===== config.mk =====
export PLATFORM = sky130hd
export DESIGN_NAME = timer16_wave
export DESIGN_NICKNAME = d
export VERILOG_FILES = /design/src/design/timer16_pkg.sv /design/src/design/timer16_wave.sv
export SDC_FILE = /design/constraint.sdc
export NUM_CORES = 1
export LEC_CHECK = 0
export ABC_CLOCK_PERIOD_IN_PS = 5400
export BUFFER_PORTS_ARGS = -buffer_cell sky130_fd_sc_hd__clkbuf_2
export CORE_ASPECT_RATIO = 1.4
export CORE_MARGIN = 2
export CORE_UTILIZATION = 40
export CTS_CLUSTER_SIZE = 12
export DETAILED_ROUTE_END_ITERATION = 10
export PLACE_DENSITY_LB_ADDON = 0.2
export SYNTH_ARGS = -nofsm -noshare
export SYNTH_HDL_FRONTEND = slang
export SYNTH_SLANG_ARGS = --single-unit

===== constraint.sdc =====
create_clock -name mclk_i -period 5.4 [get_ports mclk_i]
set_input_delay 0.27 -clock mclk_i [delete_from_list [all_inputs] [get_ports mclk_i]]
set_output_delay 0.27 -clock mclk_i [all_outputs]
set_load 0.05 [all_outputs]

===== src/design/timer16_pkg.sv =====
`default_nettype none
package timer16_pkg;

  // ==========================================================
  // register byte addresses on the bus
  localparam logic [7:0] ADDR_CTRL_A = 8'h80;
  localparam logic [7:0] ADDR_CTRL_B = 8'h84;
  localparam logic [7:0] ADDR_CMP_A = 8'h88;
  localparam logic [7:0] ADDR_CMP_B = 8'h8c;
  localparam logic [7:0] ADDR_CAPTURE = 8'h90;
  localparam logic [7:0] ADDR_COUNTER = 8'h94;
  localparam logic [7:0] ADDR_IRQ_STATUS = 8'h98;
  localparam logic [7:0] ADDR_IRQ_MASK = 8'h9c;
  localparam logic [7:0] ADDR_PIN_DIR = 8'ha0;

  // ==========================================================
  // reset values
  localparam logic [7:0] CTRL_A_RESET = 8'h00;
  localparam logic [1:0] CTRL_B_RESET = 2'h0;
  localparam logic [15:0] VALUE16_RESET = 16'h0000;
  localparam logic [2:0] FLAGS_RESET = 3'h0;
  localparam logic [1:0] PIN_DIR_RESET = 2'h0;

  // ==========================================================
  // status and mask bit positions, pin direction bit positions
  localparam int unsigned ST_OVERFLOW = 0;
  localparam int unsigned ST_MATCH_A = 1;
  localparam int unsigned ST_MATCH_B = 2;
  localparam int unsigned DIR_BIT_A = 0;
  localparam int unsigned DIR_BIT_B = 1;

  // ==========================================================
  // counter limits
  localparam logic [15:0] BOTTOM = 16'h0000;
  localparam logic [15:0] MAX = 16'hffff;
  localparam logic [15:0] TOP_8BIT = 16'h00ff;
  localparam logic [15:0] TOP_9BIT = 16'h01ff;
  localparam logic [15:0] TOP_10BIT = 16'h03ff;

  // ==========================================================
  // waveform mode codes
  localparam logic [3:0] WM_NORMAL = 4'h0;
  localparam logic [3:0] WM_PC8 = 4'h1;
  localparam logic [3:0] WM_PC9 = 4'h2;
  localparam logic [3:0] WM_PC10 = 4'h3;
  localparam logic [3:0] WM_CTC_CMP = 4'h4;
  localparam logic [3:0] WM_FAST8 = 4'h5;
  localparam logic [3:0] WM_FAST9 = 4'h6;
  localparam logic [3:0] WM_FAST10 = 4'h7;
  localparam logic [3:0] WM_PFC_CAP = 4'h8;
  localparam logic [3:0] WM_PFC_CMP = 4'h9;
  localparam logic [3:0] WM_PC_CAP = 4'ha;
  localparam logic [3:0] WM_PC_CMP = 4'hb;
  localparam logic [3:0] WM_CTC_CAP = 4'hc;
  localparam logic [3:0] WM_RESERVED = 4'hd;
  localparam logic [3:0] WM_FAST_CAP = 4'he;
  localparam logic [3:0] WM_FAST_CMP = 4'hf;

  // ==========================================================
  // output mode codes
  localparam logic [1:0] OM_OFF = 2'h0;
  localparam logic [1:0] OM_TOGGLE = 2'h1;
  localparam logic [1:0] OM_CLEAR = 2'h2;
  localparam logic [1:0] OM_SET = 2'h3;

  // ==========================================================
  // control register a layout
  typedef struct packed {
    logic [1:0] chan_a_output_mode;
    logic [1:0] chan_b_output_mode;
    logic [1:0] unused;
    logic [1:0] waveform_mode_low;
  } ctrl_a_t;

  // count direction of dual-slope modes
  typedef enum logic [1:0] {
    DIR_UP = 2'b01,
    DIR_DOWN = 2'b10
  } count_dir_t;

endpackage
`default_nettype wire


===== src/design/timer16_wave.sv =====
// Function
// - counting gated by one-cycle timer tick enable
// - frequency-correct modes load compares at BOTTOM
// - channel a mode nonzero takes over pin, except in reserved mode or with toggle outside its allowed modes
// - channel b mode nonzero takes over pin, except in reserved mode or with toggle outside non-PWM
// - pin driver only when direction bit set
// - non-PWM: off, toggle, clear, set on match
// - fast PWM: clear/set on match, opposite at BOTTOM
// - fast PWM toggle only channel a, modes 14/15
// - fast PWM: clear/set ignores match when compare equals TOP
// - dual-slope toggle only channel a, modes 9/11
// - dual-slope: clear up, set down, or inverse
// - mode from low and high control bits
// - normal and CTC: tops, immediate update, MAX flag
// - phase correct tops, update TOP, flag BOTTOM
// - fast PWM tops, update BOTTOM, flag TOP
// - frequency-correct tops, update and flag BOTTOM
// - dual slope up, turn at TOP with no hold, down
`default_nettype none
module timer16_wave (
  // clock and reset
  input wire logic mclk_i,
  input wire logic rst_n_i,
  // avalon-mm slave
  input wire logic [7:0] address_i,
  input wire logic read_i,
  input wire logic write_i,
  input wire logic [31:0] writedata_i,
  input wire logic [3:0] byteenable_i,
  output logic [31:0] readdata_o,
  output logic waitrequest_o,
  // prescaled timer tick and normal port data
  input wire logic timer_tick_enable_i,
  input wire logic [1:0] port_data_i,
  // compare output pins
  output logic chan_a_pin_o,
  output logic chan_a_pin_oe_o,
  output logic chan_b_pin_o,
  output logic chan_b_pin_oe_o,
  // interrupt
  output logic irq_o
);

  // ==========================================================
  // helpers
  function automatic logic [15:0] merge16(input logic [15:0] old, input logic [31:0] wd, input logic [3:0] be);
    merge16 = {be[1] ? wd[15:8] : old[15:8], be[0] ? wd[7:0] : old[7:0]};
  endfunction
  // compare output action, returns next level; falling is high on a down slope
  function automatic logic apply_mode(input logic cur, input logic [1:0] om, input logic falling);
    unique case (om)
      timer16_pkg::OM_TOGGLE: apply_mode = ~cur;
      timer16_pkg::OM_CLEAR: apply_mode = falling;
      timer16_pkg::OM_SET: apply_mode = ~falling;
      default: apply_mode = cur;
    endcase
  endfunction

  // ==========================================================
  // state
  timer16_pkg::ctrl_a_t ctrl_a_r;
  logic [1:0] ctrl_b_r;
  logic [15:0] buf_a_r;
  logic [15:0] buf_b_r;
  logic [15:0] cmp_a_r;
  logic [15:0] cmp_b_r;
  logic [15:0] capture_r;
  logic [15:0] cnt_r;
  logic [2:0] status_r;
  logic [2:0] mask_r;
  logic [1:0] pin_dir_r;
  logic wave_a_r;
  logic wave_b_r;
  timer16_pkg::count_dir_t dir_r;
  logic wait_r;
  logic [31:0] rdata_r;

  // ==========================================================
  // mode decode
  logic [3:0] mode;
  logic nonpwm;
  logic fast;
  logic phase_c;
  logic freq_c;
  logic dual;
  logic reserved;
  logic [15:0] top;
  logic at_top;
  logic at_bottom;
  logic going_up;
  logic match_a;
  logic match_b;
  logic ovf_evt;
  logic upd_evt;
  logic override_a;
  logic override_b;
  logic toggle_ok_a;
  logic acc_wr;
  logic cnt_wr;

  assign mode = {ctrl_b_r, ctrl_a_r.waveform_mode_low};
  assign nonpwm = (mode == timer16_pkg::WM_NORMAL) || (mode == timer16_pkg::WM_CTC_CMP)
                  || (mode == timer16_pkg::WM_CTC_CAP);
  assign fast = (mode == timer16_pkg::WM_FAST8) || (mode == timer16_pkg::WM_FAST9)
                || (mode == timer16_pkg::WM_FAST10) || (mode == timer16_pkg::WM_FAST_CAP)
                || (mode == timer16_pkg::WM_FAST_CMP);
  assign phase_c = (mode == timer16_pkg::WM_PC8) || (mode == timer16_pkg::WM_PC9)
                   || (mode == timer16_pkg::WM_PC10) || (mode == timer16_pkg::WM_PC_CAP)
                   || (mode == timer16_pkg::WM_PC_CMP);
  assign freq_c = (mode == timer16_pkg::WM_PFC_CAP) || (mode == timer16_pkg::WM_PFC_CMP);
  assign dual = phase_c || freq_c;
  assign reserved = (mode == timer16_pkg::WM_RESERVED);
  // top source per mode
  always_comb
  begin
    unique case (mode)
      timer16_pkg::WM_PC8, timer16_pkg::WM_FAST8: top = timer16_pkg::TOP_8BIT;
      timer16_pkg::WM_PC9, timer16_pkg::WM_FAST9: top = timer16_pkg::TOP_9BIT;
      timer16_pkg::WM_PC10, timer16_pkg::WM_FAST10: top = timer16_pkg::TOP_10BIT;
      timer16_pkg::WM_CTC_CMP, timer16_pkg::WM_PFC_CMP, timer16_pkg::WM_PC_CMP,
      timer16_pkg::WM_FAST_CMP: top = cmp_a_r;
      timer16_pkg::WM_CTC_CAP, timer16_pkg::WM_PFC_CAP, timer16_pkg::WM_PC_CAP,
      timer16_pkg::WM_FAST_CAP: top = capture_r;
      default: top = timer16_pkg::MAX;
    endcase
  end
  // tick qualified events
  assign at_top = timer_tick_enable_i && (cnt_r == top);
  assign at_bottom = timer_tick_enable_i && (cnt_r == timer16_pkg::BOTTOM);
  assign going_up = (dir_r == timer16_pkg::DIR_UP);
  assign match_a = timer_tick_enable_i && !reserved && (cnt_r == cmp_a_r);
  assign match_b = timer_tick_enable_i && !reserved && (cnt_r == cmp_b_r);
  // overflow point per mode family
  assign ovf_evt = nonpwm ? (timer_tick_enable_i && cnt_r == timer16_pkg::MAX)
                 : fast ? at_top
                 : dual && at_bottom && !going_up;
  // buffered compare load point
  assign upd_evt = fast || freq_c ? at_bottom
                 : phase_c && at_top;
  assign toggle_ok_a = nonpwm || mode == timer16_pkg::WM_FAST_CAP || mode == timer16_pkg::WM_FAST_CMP
                       || mode == timer16_pkg::WM_PFC_CMP || mode == timer16_pkg::WM_PC_CMP;
  assign override_a = (ctrl_a_r.chan_a_output_mode != timer16_pkg::OM_OFF) && !reserved
                      && (ctrl_a_r.chan_a_output_mode != timer16_pkg::OM_TOGGLE || toggle_ok_a);
  assign override_b = (ctrl_a_r.chan_b_output_mode != timer16_pkg::OM_OFF) && !reserved
                      && (ctrl_a_r.chan_b_output_mode != timer16_pkg::OM_TOGGLE || nonpwm);
  assign acc_wr = write_i && !wait_r;
  assign cnt_wr = acc_wr && (address_i == timer16_pkg::ADDR_COUNTER);
  // ==========================================================
  // bus handshake: one wait cycle, then answer
  always_ff @(posedge mclk_i)
  begin
    if (!rst_n_i)
      wait_r <= 1'b1;
    else if ((read_i || write_i) && wait_r)
      wait_r <= 1'b0;
    else
      wait_r <= 1'b1;
  end
  // read data captured in the wait cycle; unmapped reads as zero
  always_ff @(posedge mclk_i)
  begin
    if (!rst_n_i)
      rdata_r <= 32'h0000_0000;
    else if (read_i && wait_r)
    begin
      unique case (address_i)
        timer16_pkg::ADDR_CTRL_A: rdata_r <= {24'h00_0000, ctrl_a_r.chan_a_output_mode,
                                              ctrl_a_r.chan_b_output_mode, 2'h0,
                                              ctrl_a_r.waveform_mode_low};
        timer16_pkg::ADDR_CTRL_B: rdata_r <= {30'h0000_0000, ctrl_b_r};
        timer16_pkg::ADDR_CMP_A: rdata_r <= {16'h0000, buf_a_r};
        timer16_pkg::ADDR_CMP_B: rdata_r <= {16'h0000, buf_b_r};
        timer16_pkg::ADDR_CAPTURE: rdata_r <= {16'h0000, capture_r};
        timer16_pkg::ADDR_COUNTER: rdata_r <= {16'h0000, cnt_r};
        timer16_pkg::ADDR_IRQ_STATUS: rdata_r <= {29'h0000_0000, status_r};
        timer16_pkg::ADDR_IRQ_MASK: rdata_r <= {29'h0000_0000, mask_r};
        timer16_pkg::ADDR_PIN_DIR: rdata_r <= {30'h0000_0000, pin_dir_r};
        default: rdata_r <= 32'h0000_0000;
      endcase
    end
  end
  // ==========================================================
  // control, direction and mask registers
  always_ff @(posedge mclk_i)
  begin
    if (!rst_n_i)
    begin
      ctrl_a_r <= timer16_pkg::CTRL_A_RESET;
      ctrl_b_r <= timer16_pkg::CTRL_B_RESET;
      mask_r <= timer16_pkg::FLAGS_RESET;
      pin_dir_r <= timer16_pkg::PIN_DIR_RESET;
    end
    else if (acc_wr && byteenable_i[0])
    begin
      if (address_i == timer16_pkg::ADDR_CTRL_A)
        ctrl_a_r <= {writedata_i[7:4], 2'h0, writedata_i[1:0]};
      if (address_i == timer16_pkg::ADDR_CTRL_B)
        ctrl_b_r <= writedata_i[1:0];
      if (address_i == timer16_pkg::ADDR_IRQ_MASK)
        mask_r <= writedata_i[2:0];
      if (address_i == timer16_pkg::ADDR_PIN_DIR)
        pin_dir_r <= writedata_i[1:0];
    end
  end
  // 16-bit compare buffers and capture value
  always_ff @(posedge mclk_i)
  begin
    if (!rst_n_i)
    begin
      buf_a_r <= timer16_pkg::VALUE16_RESET;
      buf_b_r <= timer16_pkg::VALUE16_RESET;
      capture_r <= timer16_pkg::VALUE16_RESET;
    end
    else if (acc_wr)
    begin
      if (address_i == timer16_pkg::ADDR_CMP_A)
        buf_a_r <= merge16(buf_a_r, writedata_i, byteenable_i);
      if (address_i == timer16_pkg::ADDR_CMP_B)
        buf_b_r <= merge16(buf_b_r, writedata_i, byteenable_i);
      if (address_i == timer16_pkg::ADDR_CAPTURE)
        capture_r <= merge16(capture_r, writedata_i, byteenable_i);
    end
  end
  // active compare values: immediate or at the mode's update point
  always_ff @(posedge mclk_i)
  begin
    if (!rst_n_i)
    begin
      cmp_a_r <= timer16_pkg::VALUE16_RESET;
      cmp_b_r <= timer16_pkg::VALUE16_RESET;
    end
    else if (nonpwm || upd_evt)
    begin
      cmp_a_r <= buf_a_r;
      cmp_b_r <= buf_b_r;
    end
  end
  // ==========================================================
  // counter and direction
  always_ff @(posedge mclk_i)
  begin
    if (!rst_n_i)
    begin
      cnt_r <= timer16_pkg::BOTTOM;
      dir_r <= timer16_pkg::DIR_UP;
    end
    else if (cnt_wr)
      cnt_r <= merge16(cnt_r, writedata_i, byteenable_i);
    else if (timer_tick_enable_i && !reserved)
    begin
      if (!dual)
      begin
        dir_r <= timer16_pkg::DIR_UP;
        cnt_r <= (cnt_r == top) ? timer16_pkg::BOTTOM : cnt_r + 16'h0001;
      end
      else if (going_up)
      begin
        if (cnt_r >= top)
        begin
          dir_r <= timer16_pkg::DIR_DOWN;
          cnt_r <= (cnt_r == timer16_pkg::BOTTOM) ? cnt_r : cnt_r - 16'h0001;
        end
        else
          cnt_r <= cnt_r + 16'h0001;
      end
      else if (cnt_r == timer16_pkg::BOTTOM)
      begin
        dir_r <= timer16_pkg::DIR_UP;
        cnt_r <= (top == timer16_pkg::BOTTOM) ? cnt_r : cnt_r + 16'h0001;
      end
      else
        cnt_r <= cnt_r - 16'h0001;
    end
  end
  // ==========================================================
  // sticky status, write one to clear; a new event wins
  always_ff @(posedge mclk_i)
  begin
    if (!rst_n_i)
      status_r <= timer16_pkg::FLAGS_RESET;
    else
    begin
      status_r[timer16_pkg::ST_OVERFLOW] <= ovf_evt || (status_r[timer16_pkg::ST_OVERFLOW]
        && !(acc_wr && byteenable_i[0] && address_i == timer16_pkg::ADDR_IRQ_STATUS
        && writedata_i[timer16_pkg::ST_OVERFLOW]));
      status_r[timer16_pkg::ST_MATCH_A] <= match_a || (status_r[timer16_pkg::ST_MATCH_A]
        && !(acc_wr && byteenable_i[0] && address_i == timer16_pkg::ADDR_IRQ_STATUS
        && writedata_i[timer16_pkg::ST_MATCH_A]));
      status_r[timer16_pkg::ST_MATCH_B] <= match_b || (status_r[timer16_pkg::ST_MATCH_B]
        && !(acc_wr && byteenable_i[0] && address_i == timer16_pkg::ADDR_IRQ_STATUS
        && writedata_i[timer16_pkg::ST_MATCH_B]));
    end
  end
  // ==========================================================
  // channel a waveform
  always_ff @(posedge mclk_i)
  begin
    if (!rst_n_i)
      wave_a_r <= 1'b0;
    else if (nonpwm && match_a)
      wave_a_r <= apply_mode(wave_a_r, ctrl_a_r.chan_a_output_mode, 1'b0);
    else if (fast)
    begin
      if (ctrl_a_r.chan_a_output_mode[1] && at_top)
        wave_a_r <= ~ctrl_a_r.chan_a_output_mode[0];
      else if (ctrl_a_r.chan_a_output_mode[1] && match_a && cmp_a_r != top)
        wave_a_r <= ctrl_a_r.chan_a_output_mode[0];
      else if (ctrl_a_r.chan_a_output_mode == timer16_pkg::OM_TOGGLE && match_a
               && (mode == timer16_pkg::WM_FAST_CAP || mode == timer16_pkg::WM_FAST_CMP))
        wave_a_r <= ~wave_a_r;
    end
    else if (dual && match_a)
    begin
      if (ctrl_a_r.chan_a_output_mode[1])
        wave_a_r <= apply_mode(wave_a_r, ctrl_a_r.chan_a_output_mode, !going_up);
      else if (ctrl_a_r.chan_a_output_mode == timer16_pkg::OM_TOGGLE
               && (mode == timer16_pkg::WM_PFC_CMP || mode == timer16_pkg::WM_PC_CMP))
        wave_a_r <= ~wave_a_r;
    end
  end
  // channel b waveform, no toggle in the pwm families
  always_ff @(posedge mclk_i)
  begin
    if (!rst_n_i)
      wave_b_r <= 1'b0;
    else if (nonpwm && match_b)
      wave_b_r <= apply_mode(wave_b_r, ctrl_a_r.chan_b_output_mode, 1'b0);
    else if (fast && ctrl_a_r.chan_b_output_mode[1])
    begin
      if (at_top)
        wave_b_r <= ~ctrl_a_r.chan_b_output_mode[0];
      else if (match_b && cmp_b_r != top)
        wave_b_r <= ctrl_a_r.chan_b_output_mode[0];
    end
    else if (dual && match_b && ctrl_a_r.chan_b_output_mode[1])
      wave_b_r <= apply_mode(wave_b_r, ctrl_a_r.chan_b_output_mode, !going_up);
  end
  // ==========================================================
  // pins, interrupt and bus outputs, all registered
  always_ff @(posedge mclk_i)
  begin
    if (!rst_n_i)
    begin
      chan_a_pin_o <= 1'b0;
      chan_b_pin_o <= 1'b0;
      chan_a_pin_oe_o <= 1'b0;
      chan_b_pin_oe_o <= 1'b0;
      irq_o <= 1'b0;
    end
    else
    begin
      chan_a_pin_o <= override_a ? wave_a_r : port_data_i[0];
      chan_b_pin_o <= override_b ? wave_b_r : port_data_i[1];
      chan_a_pin_oe_o <= pin_dir_r[timer16_pkg::DIR_BIT_A];
      chan_b_pin_oe_o <= pin_dir_r[timer16_pkg::DIR_BIT_B];
      irq_o <= |(status_r & mask_r);
    end
  end

  assign readdata_o = rdata_r;
  assign waitrequest_o = wait_r;
  // ==========================================================
  // assertions
  a_tick_gates_count: assert property (@(posedge mclk_i) disable iff (!rst_n_i)
    !timer_tick_enable_i && !cnt_wr |=> $stable(cnt_r)) else $error("counter moved without tick");
  a_pfc_bottom_load: assert property (@(posedge mclk_i) disable iff (!rst_n_i)
    freq_c && at_bottom |=> cmp_b_r == $past(buf_b_r)) else $error("compare not loaded at bottom");
  a_pfc_top_hold: assert property (@(posedge mclk_i) disable iff (!rst_n_i)
    freq_c && at_top && cnt_r != timer16_pkg::BOTTOM |=> $stable(cmp_b_r)) else $error("compare loaded at top");
  a_pin_a_takeover: assert property (@(posedge mclk_i) disable iff (!rst_n_i)
    override_a |=> chan_a_pin_o == $past(wave_a_r)) else $error("channel a pin not overridden");
  a_pin_b_takeover: assert property (@(posedge mclk_i) disable iff (!rst_n_i)
    override_b |=> chan_b_pin_o == $past(wave_b_r)) else $error("channel b pin not overridden");
  a_pin_dir_gate: assert property (@(posedge mclk_i) disable iff (!rst_n_i)
    !pin_dir_r[timer16_pkg::DIR_BIT_A] |=> !chan_a_pin_oe_o) else $error("driver on without direction");
  a_nonpwm_clear: assert property (@(posedge mclk_i) disable iff (!rst_n_i)
    nonpwm && match_a && ctrl_a_r.chan_a_output_mode == timer16_pkg::OM_CLEAR |=> !wave_a_r)
    else $error("clear on match failed");
  a_fast_bottom_set: assert property (@(posedge mclk_i) disable iff (!rst_n_i)
    fast && at_top && ctrl_a_r.chan_a_output_mode == timer16_pkg::OM_CLEAR |=> wave_a_r)
    else $error("fast pwm not set at bottom");
  a_fast_b_no_toggle: assert property (@(posedge mclk_i) disable iff (!rst_n_i)
    fast && ctrl_a_r.chan_b_output_mode == timer16_pkg::OM_TOGGLE |=> $stable(wave_b_r))
    else $error("channel b toggled in fast pwm");
  a_dual_up_clear: assert property (@(posedge mclk_i) disable iff (!rst_n_i)
    dual && match_a && going_up && ctrl_a_r.chan_a_output_mode == timer16_pkg::OM_CLEAR |=> !wave_a_r)
    else $error("upcount match did not clear");
  a_normal_wrap: assert property (@(posedge mclk_i) disable iff (!rst_n_i)
    mode == timer16_pkg::WM_NORMAL && !cnt_wr && at_top |=> cnt_r == timer16_pkg::BOTTOM
    && status_r[timer16_pkg::ST_OVERFLOW]) else $error("normal mode wrap or flag wrong");
  a_top_reverse: assert property (@(posedge mclk_i) disable iff (!rst_n_i)
    dual && !cnt_wr && at_top && going_up && top != timer16_pkg::BOTTOM
    |=> dir_r == timer16_pkg::DIR_DOWN && cnt_r == $past(top) - 16'h0001) else $error("dual slope not reversed");
  a_ctrl_a_unused: assert property (@(posedge mclk_i) disable iff (!rst_n_i)
    $past(read_i && wait_r && address_i == timer16_pkg::ADDR_CTRL_A) && !wait_r |-> readdata_o[3:2] == 2'h0)
    else $error("unused control bits not zero");
endmodule
`default_nettype wire


=== Word level (Yosys, flattened, before mapping) ===
Index checks and enable logic that the tools add are counted.
W data, S select, Z words.

* Flip-flop bits (word level): 154
* Input bits: 51
* Logic and storage cells: 227

* Add/subtract/negate cells: 2
* Magnitude comparators: 1
* Equality and inequality tests: 50
* Multiplexer cells: 40
* Bitwise operators: 6
* Reductions and logical operators: 101

{| class="wikitable"
|+ Operators with widths
! cell !! count
|-
| $mux W16 || 9
|-
| $pmux W16 S9 || 1
|-
| $pmux W16 S5 || 1
|-
| $eq A8 B8 Y1 const B || 9
|-
| $eq A16 B16 Y1 || 3
|-
| $logic_and A1 B1 Y1 || 38
|-
| $eq A4 B4 Y1 const B || 8
|-
| $logic_not A16 Y1 || 2
|-
| $ne A16 B16 Y1 || 2
|-
| $logic_or A1 B1 Y1 || 26
|-
| $mux W1 || 19
|-
| $reduce_and A3 Y1 || 6
|-
| $add A16 B1 Y16 const B || 1
|-
| $eq A16 B16 Y1 const B || 1
|-
| $eq A4 B3 Y1 const B || 4
|-
| $ge A16 B16 Y1 || 1
|-
| $mux W8 || 2
|-
| $reduce_and A4 Y1 || 4
|-
| $sub A16 B1 Y16 const B || 1
|-
| $pmux W1 S3 || 4
|-
| $ne A5 B1 Y1 const B || 2
|-
| $ne A5 B5 Y1 const B || 2
|-
| $eq A2 B2 Y1 const B || 4
|-
| $eq A4 B2 Y1 const B || 2
|-
| 21 further kinds || 48
|}

=== Logic depth before layout (Yosys ltp) ===
Gate-level depths: netlist (run 1).

* Depth after elaboration: 11
* Depth in mapped cells: 17
* Depth with buffers taken out: 13

=== Worst setup path after synthesis (run 1) ===
OpenSTA, ideal clock, no wires.

* Kind: register -> register
* From: register ctrl_b_r[0]
* To: register cnt_r[14]
* Library setup time: 69 ps
* Data arrival time: 3,331 ps
* Path slack: 2,000 ps
* Stages on the path, launching flop included: 16
* Path buffers: 3
* Clock period less this slack: 3,400 ps
* Cells stage by stage: dfxtp_1 > buf_2 > and2b_1 > a2bb2oi_1 > buf_2 > o22ai_1 > ha_1 > a21o_1 > a221oi_1 > o21ai_0 > or2_2 > a41o_1 > o21ai_1 > clkbuf_1 > o2111ai_1 > o21ai_1

* Word-level cells in the longest chain between the ends: 9
* Elaborated cells between the ends (all ways): 42
* Those cells by class: order compare (1); eq/ne (18); mux (7); reduce/logical (16)

{| class="wikitable"
|+ Ends and longest elaborated chain
! what !! line !! RTL
|-
| from (decl) || timer16_wave.sv:62 || <nowiki>logic [1:0] ctrl_b_r;</nowiki>
|-
| from (signal assigned) || timer16_wave.sv:189 || <nowiki>ctrl_b_r <= timer16_pkg::CTRL_B_RESET;</nowiki>
|-
| from (signal assigned) || timer16_wave.sv:198 || <nowiki>ctrl_b_r <= writedata_i[1:0];</nowiki>
|-
| $eq A4 B4 Y1, or another cell as far along || timer16_wave.sv:116 || <nowiki>unique case (mode)</nowiki>
|-
| $reduce_or A4 Y1, or another cell as far along || timer16_wave.sv:116 ||
|-
| $pmux W16 S5 / $logic_or A1 B1 Y1 (equally long branches) || timer16_wave.sv:116, timer16_wave.sv:108 ||
|-
| $ge A16 B16 Y1 / $logic_or A1 B1 Y1 (equally long branches) || timer16_wave.sv:258, timer16_wave.sv:108 ||
|-
| $mux W16 / $logic_or A1 B1 Y1 (equally long branches) || timer16_wave.sv:258, timer16_wave.sv:109 ||
|-
| $mux W16 / $logic_or A1 B1 Y1 (equally long branches) || timer16_wave.sv:256, timer16_wave.sv:111 ||
|-
| $mux W16 || timer16_wave.sv:251 || <nowiki>if (!dual)</nowiki>
|-
| $mux W16 || timer16_wave.sv:249 || <nowiki>else if (timer_tick_enable_i && !reserved)</nowiki>
|-
| $mux W16 || timer16_wave.sv:247 || <nowiki>else if (cnt_wr)</nowiki>
|-
| to (signal assigned) || timer16_wave.sv:248 || <nowiki>cnt_r <= merge16(cnt_r, writedata_i, byteenable_i);</nowiki>
|-
| to (signal assigned) || timer16_wave.sv:254 || <nowiki>cnt_r <= (cnt_r == top) ? timer16_pkg::BOTTOM : cnt_r + 16'h0001;</nowiki>
|-
| to (signal assigned) || timer16_wave.sv:261 || <nowiki>cnt_r <= (cnt_r == timer16_pkg::BOTTOM) ? cnt_r : cnt_r - 16'h0001;</nowiki>
|-
| to (decl) || timer16_wave.sv:68 || <nowiki>logic [15:0] cnt_r;</nowiki>
|}

Several ways; a longest one is shown, not always the timed one. The select of a mux whose other input is x is not followed.
A chain may end at the register's enable or synchronous reset.

=== Final worst setup path (run 1) ===
* From: register ctrl_b_r[1]
* To: register cnt_r[13]

The elaborated chain is that of the path after synthesis.

==> results of run 1 <==
[metrics by stage]
stage          utilization, %  area (sq um)  power, W  std cells  hold WS (ns)
3_3_place_gp             42.4          9240   0.00125       1461         0.426
3_5_place_dp             42.4          9240   0.00125       1461         0.435
2_1_floorplan               -          8910   0.00119       1198         0.386
6_report                 45.2          9840   0.00243       1492        0.0447
5_1_grt                  45.2          9840   0.00251       1492        0.0673
4_1_cts                  45.2          9840   0.00245       1492        0.0340
[layer usage]
metal / up-vias / part of all wire [%] / global-route usage, %
met5: - / 0 / 0
met4: 0 / 5.1 / 14.5
met3: 66 / 5.4 / 3.77
met2: 401 / 49 / 44.8
met1: 4257 / 40 / 33.3
li1: 4283 / - / -
[state kept, by name (all words and copies together) (netlist names)]
register / flops
dir_r: 2
cmp_a_r: 16
irq_o: 1
ctrl_b_r: 2
waitrequest_o: 1
pin_dir_r: 2
mask_r: 3
readdata_o: 16
ctrl_a_r: 6
chan_b_pin_o: 1
capture_r: 16
buf_b_r: 16
status_r: 3
wave_b_r: 1
wave_a_r: 1
chan_a_pin_o: 1
cnt_r: 16
buf_a_r: 16
chan_a_pin_oe_o: 1
chan_b_pin_oe_o: 1
cmp_b_r: 16
[power breakdown]
group	switching, W	internal [W]	leakage [nW]
clock network	0.000478	0.000725	0.289
registers	0.0000141	0.00103	1.11
logic	0.000139	0.0000516	2.37
[final timing paths]
| check | from | endpoint | slack [ns] | cells after the start |
|---|---|---|---|---|
| max | ctrl_b_r[1] | cnt_r[13] | 0.79 | 13 |
| min | read_i | waitrequest_o | 0.04 | 2 |
| max reg2reg | ctrl_b_r[1] | cnt_r[13] | 0.79 | 13 |
| min reg2reg | waitrequest_o | waitrequest_o | 0.44 | 1 |
[layout make-up]
| type | instances | area share (%) |
|---|---|---|
| clock inverter | 14 | 1.75 |
| clock buffer | 17 | 4.32 |
| timing repair buffer | 82 | 5.01 |
| multi-input combinational | 921 | 56.2 |
| sequential | 138 | 28.1 |
| inverter | 23 | 0.890 |
| tap | 297 | 3.78 |
[worst register-to-register path: cells and delay by family, from the launching register on]
family,cells,cell delay [ns]
AO/OA/AOI/OAI,6,1.67
AND/OR/NAND/NOR,5,1.66
flip-flops,1,0.51
buffers and inverters,1,0.34
adder cells (fa/ha/maj),1,0.32
[cell usage in the layout (no fill, tap or decap), types with 26 or more instances in the layout]
master	count
xor2_1	26
nand3_1	79
dfxtp_1	138
o21ai_0	36
a21oi_1	142
buf_4	27
nand2_1	152
clkbuf_2	54
mux2i_1	38
nor2_1	84
[Yosys cell counts (4+ instances only)]
master     instances
dfxtp_1          138
o21ai_0           37
a21o_1             5
buf_4             22
nand3_1           79
a221oi_1           5
and3_1             8
a21oi_1          142
a22oi_1            7
a211oi_1           7
a222oi_1          19
mux2i_1           38
ha_1              19
nor2_1            87
o22ai_1           15
inv_1             21
and2_1            11
xor2_1            26
nand2_1          152
o211ai_1          23
a31oi_1           17
o21ai_1            6
o221ai_1           4
nand4_1           20
nand2b_1          13
or3_1             11
nor2b_1            8
clkbuf_1          76
nor4_1            17
xnor2_1           23
a21boi_0           4
nand4b_1           4
or4_1              8
nand3b_1           4
o21a_1             7
o31ai_1            4
nor3_1            15
buf_2             15
o2111ai_1          4
[logic make-up (layout without fill, tap and decap cells)]
family | Yosys count | in the layout | synth area share [%]
xor+xnor | 49 | 49 | 4.85
flops | 138 | 138 | 31.2
buf+inv | 139 | 136 | 7.12
compound gates | 337 | 337 | 24.2
other cells | 1 | 16 | 0.0424
mux | 38 | 38 | 4.30
simple gates | 462 | 462 | 25.6
fa+ha+maj | 19 | 19 | 2.68
==> run metrics, run 1 <==
final total negative setup slack=0 ns; count of synthesis-stage warnings from yosys=0; total vias in the final route=about 9000; worst clock skew=about 0.012 ns; count of nets after finishing=between 1000 and 1500; mapped cell area=8850 sq um; average via count per standard cell=6.04; Synth Register Bits=roughly 140; startpoint type of the worst setup path=flop; Sequential cell area=approximately 2800 sq um; number of pins with negative max-slew slack in the final report=0; CTS clk-pin slew, worst paths=roughly 0.060 ns; Root Driver=clkbuf_16; worst setup timing slack at the placement stage=about 0.85 ns; critical path required time=between 5 and 6 ns; P_leak=3.77 nW; clk sinks=~140; maximum count of clock buffers along a single path=2; Iter 0 DRT Violations=a little over 900; share of the synthesized area in the top cell type=a little under a third; Avg WL per Cell=between 20 and 25 um; residual DRC count=0; synthesis-to-finish area growth=11.1%; clock tree from TritonCTS=built; clock latency at the later pin of the worst-skew pair=0.44 ns; final hold vios=0; count of nets left with antenna violations after detail routing=0; cells after synthesis=1183; hpwl dp=about 23000 um; Placement Rows=64; final cycle utilization of the critical path=85.4%; hold bufs inserted after CTS=0; unique cell type count in the Yosys netlist=around 80; Total Die Area=between 20000 and 25000 sq um; global-route usage over all layers=between 20 and 30%; cell type of the slowest stage on the worst timing path=o21a_1; fillers=~2300; post_cts resized=0; global-route wire length before repair=around 49000 um; placer's final routability congestion estimate=approximately 1; Worst Setup Path Type=reg -> reg; Finish-stage setup viols=0; post-CTS setup buffer count=0; Core ar.=roughly 22000 sq um; Post-synth EDFFs=0; Starting Density=approximately two fifths; area of the multi-input gates=between 5000 and 6000 sq um; max-cap violations=0; kind of cell adding the most delay to the critical path=compound AO/OA/AOI/OAI gates; Port Buf Inserts=54; vias in the first global route=around 8300; detailed-router iteration count before antenna repair=7; cell taking the most area after synthesis=dfxtp_1; async set-reset flop share out of synthesis=0%; vertical extent of the die=180 um; die outline width=130 um; total CTS buffers=17; most area-consuming cells after synthesis=dfxtp_1, a21oi_1, nand2_1; remaining max-slew budget at the tightest pin=31.7%; status=complete, no violations; peak supply drop=0.000189 V; slew of the pin with the lowest slew margin=1.02 ns; global-route congestion overflow total=0; CP Max Fanout=24; sequential element share of the synthesized area=a little under a third; slowest stage delay, CP=about 0.59 ns; average instance area after synthesis=about 7.5 sq um; power per cell area=approximately 250 nW/um^2; share of final-layout standard cells stronger than drive strength 1=roughly 11%; RSZ-0062 raised after global routing=no; top flip-flop cell by instance count after synthesis=dfxtp_1; post-route setup slack=roughly 0.79 ns; CP Capture Type=flop; maximum operating frequency=approximately 0.22 GHz; path type of the worst min-delay path=in -> reg; initial antenna violation count=0; worst path cell trace=buf_4 > nand4b_1 > o211ai_1 > nor2_1 > ha_1 > nand4_1 > or3_1 > o211ai_1 > o21a_1 > a2111oi_0 > nor4b_1 > o21a_1 > o22ai_1; arrival time of the worst setup path=between 4 and 5 ns; number of buffer and inverter stages on the critical path=1; largest net degree at the start of global routing=66; boundary pin count=about 90; maximum level of the CTS H-tree=4; wire length after detailed routing=31300 um; final period demand of the worst path=~4.6 ns; antenna fix cells=0
Note: power is estimated with default switching activity, not from simulation.
==> inputs of run 2 (changes only) <==
--- a/config.mk
+++ b/config.mk
@@ -12,6 +12,7 @@
 export CORE_UTILIZATION = 40
 export CTS_CLUSTER_SIZE = 12
 export DETAILED_ROUTE_END_ITERATION = 10
+export MAX_ROUTING_LAYER = met4
 export PLACE_DENSITY_LB_ADDON = 0.2
 export SYNTH_ARGS = -nofsm -noshare
 export SYNTH_HDL_FRONTEND = slang
==> constraint.sdc (replaced) <==
create_clock -name mclk_i -period 5.4 [get_ports mclk_i]
set_input_delay 0.27 -clock mclk_i [delete_from_list [all_inputs] [get_ports mclk_i]]
set_output_delay 0.27 -clock mclk_i [all_outputs]
set_load 0.1 [all_outputs]
==> run 2 against run 1 <==
  * Critical path depth up 1
  * Sequential power about the same
  * Combinational power up 9.9%
  * Largest power group unchanged
  * Largest cell class unchanged
  * Highest routed layer unchanged
  * Critical endpoint is now cnt_r[9]
  * Via count down 0.43%
==> run metrics, run 2 (synthesized netlist as in run 1, its figures left out) <==
cell type of the slowest stage on the worst timing path=nand4b_1; Starting Density=about two fifths; residual DRC count=0; Port Buf Inserts=54; share of final-layout standard cells stronger than drive strength 1=11.2%; maximum operating frequency=between 0.2 and 0.25 GHz; commonest non-fill, non-tap cells in the layout=nand2_1, a21oi_1, dfxtp_1; slew of the pin with the lowest slew margin=~1.0 ns; placer's final routability congestion estimate=roughly 1.0; largest net degree at the start of global routing=62; critical path required time=around 5.7 ns; worst flop-to-flop path endpoint=cnt_r[9]; Placement Rows=64; Total Die Area=between 20000 and 25000 sq um; power per cell area=252 nW/um^2; peak supply drop=0.000233 V; post-route setup slack=about 0.8 ns; average via count per standard cell=about 6.0; Root Driver=clkbuf_16; detailed-router iteration count before antenna repair=5; die outline width=about 130 um; Core ar.=roughly 22000 sq um; hold bufs inserted after CTS=0; post_cts resized=0; Tot Pwr=roughly 0.0025 W; Worst Setup Path Type=reg -> reg; CTS clk-pin slew, worst paths=roughly 0.060 ns; Iter 0 DRT Violations=~890; post-CTS setup buffer count=0; CP Max Fanout=31; status=complete, no violations; clock latency at the later pin of the worst-skew pair=0.44 ns; terminating pin of the worst hold path=waitrequest_o; P_leak=3.76 nW; worst flop-to-flop path startpoint=ctrl_a_r[0]; global-route congestion overflow total=0; hold path cells=2; maximum level of the CTS H-tree=4; final total negative setup slack=0 ns; initial antenna violation count=1; hpwl dp=23500 um; Finish-stage setup viols=0; remaining max-slew budget at the tightest pin=32.0%; R2R Setup Slk=0.80 ns; global-route wire length before repair=just under 50000 um; count of nets after finishing=between 1000 and 1500; number of buffer and inverter stages on the critical path=2; maximum count of clock buffers along a single path=2; final cycle utilization of the critical path=a little under nine tenths; wire length after detailed routing=around 32000 um; clk sinks=between 100 and 150; max-cap violations=0; startpoint type of the worst setup path=flop; final period demand of the worst path=4.60 ns; worst path cell trace=buf_4 > nand4b_1 > o211ai_1 > nor2_1 > ha_1 > nand4_1 > or3_1 > o211ai_1 > o21a_1 > buf_4 > nor3_1 > or3_1 > a31oi_1 > a21oi_1; number of pins with negative max-slew slack in the final report=0; total vias in the final route=~9000; path type of the worst min-delay path=in -> reg; RSZ-0062 raised after global routing=no; cell depth of the worst flop-to-flop path=14; slowest stage delay, CP=~0.65 ns; boundary pin count=a little under 90; Avg WL per Cell=approximately 21 um; worst setup timing slack at the placement stage=around 0.92 ns; total CTS buffers=17; worst clock skew=0.00889 ns; leading cell type in the layout, fill and taps excluded=nand2_1; Worst Min Path Start=read_i; synthesis-to-finish area growth=11.0%; vias in the first global route=about 8200; clock tree from TritonCTS=built; global-route usage over all layers=27.9%; count of nets left with antenna violations after detail routing=0; vertical extent of the die=between 150 and 200 um; final hold vios=0; CP Capture Type=flop; Post-Route Utilization=45.1%; kind of cell adding the most delay to the critical path=simple AND/OR/NAND/NOR gates; arrival time of the worst setup path=4.92 ns
[run 2: cell types whose count changed in the layout (fill, tap and decap cells not counted)]
cell | previous run | this run
clkinvlp_4 | 2 | 3
clkinv_2 | 4 | 3
clkinv_4 | 4 | 3
inv_8 | 0 | 1
diode_2 | 0 | 1
buf_12 | 1 | 0
clkbuf_8 | 0 | 1
inv_6 | 2 | 1
[run 2: worst max path at each step]
stage,start,end,slack (ns),cells past startpoint
3_3_place_gp,ctrl_a_r[0],cnt_r[9],0.93,14
4_1_cts,ctrl_a_r[0],cnt_r[9],0.89,14
6_report,ctrl_a_r[0],cnt_r[9],0.80,14
3_5_place_dp,ctrl_a_r[0],cnt_r[9],0.92,14
5_1_grt,ctrl_a_r[0],cnt_r[9],0.49,14
2_1_floorplan,ctrl_b_r[0],cnt_r[14],2.00,15
[run 2: per-stage QoR]
stage                     instance area [sq um]  std cells  hold WS [ns]
after floorplan                            8910       1198         0.386
after global placement                     9220       1460         0.425
after detailed placement                   9220       1460         0.434
after CTS                                  9830       1491        0.0362
after global routing                       9830       1492        0.0415
final                                      9830       1492        0.0478
[run 2: cell type report]
cell class,instances,area (sq um)
flip-flops and latches,138,2760
fillers,2252,11900
clock buffers,18,439
clock inverters,13,169
inverters,23,87.6
multi-input cells,921,5530
diodes,1,2.50
well taps,297,372
repair buffers,81,473
[run 2: worst reg2reg max path, delay by kind of cell (launching register included)]
family / cells / cell delay [ns]
flip-flops: 1 / 0.49
buffers and inverters: 2 / 0.63
adder cells (fa/ha/maj): 1 / 0.31
AO/OA/AOI/OAI: 5 / 1.31
AND/OR/NAND/NOR: 6 / 1.74
[run 2: layer usage]
layer  track usage, %  share of wire (%)
met5                -                  0
met4             16.6                6.5
met3             4.10                5.6
met2             44.1                 48
met1             33.1                 40
[run 2: power breakdown]
group	internal [W]	total (W)	switching, W
Clock	0.000740	0.00122	0.000484
Sequential	0.00103	0.00105	0.0000214
Combinational	0.0000498	0.000210	0.000160
Total	0.00181	0.00248	0.000665
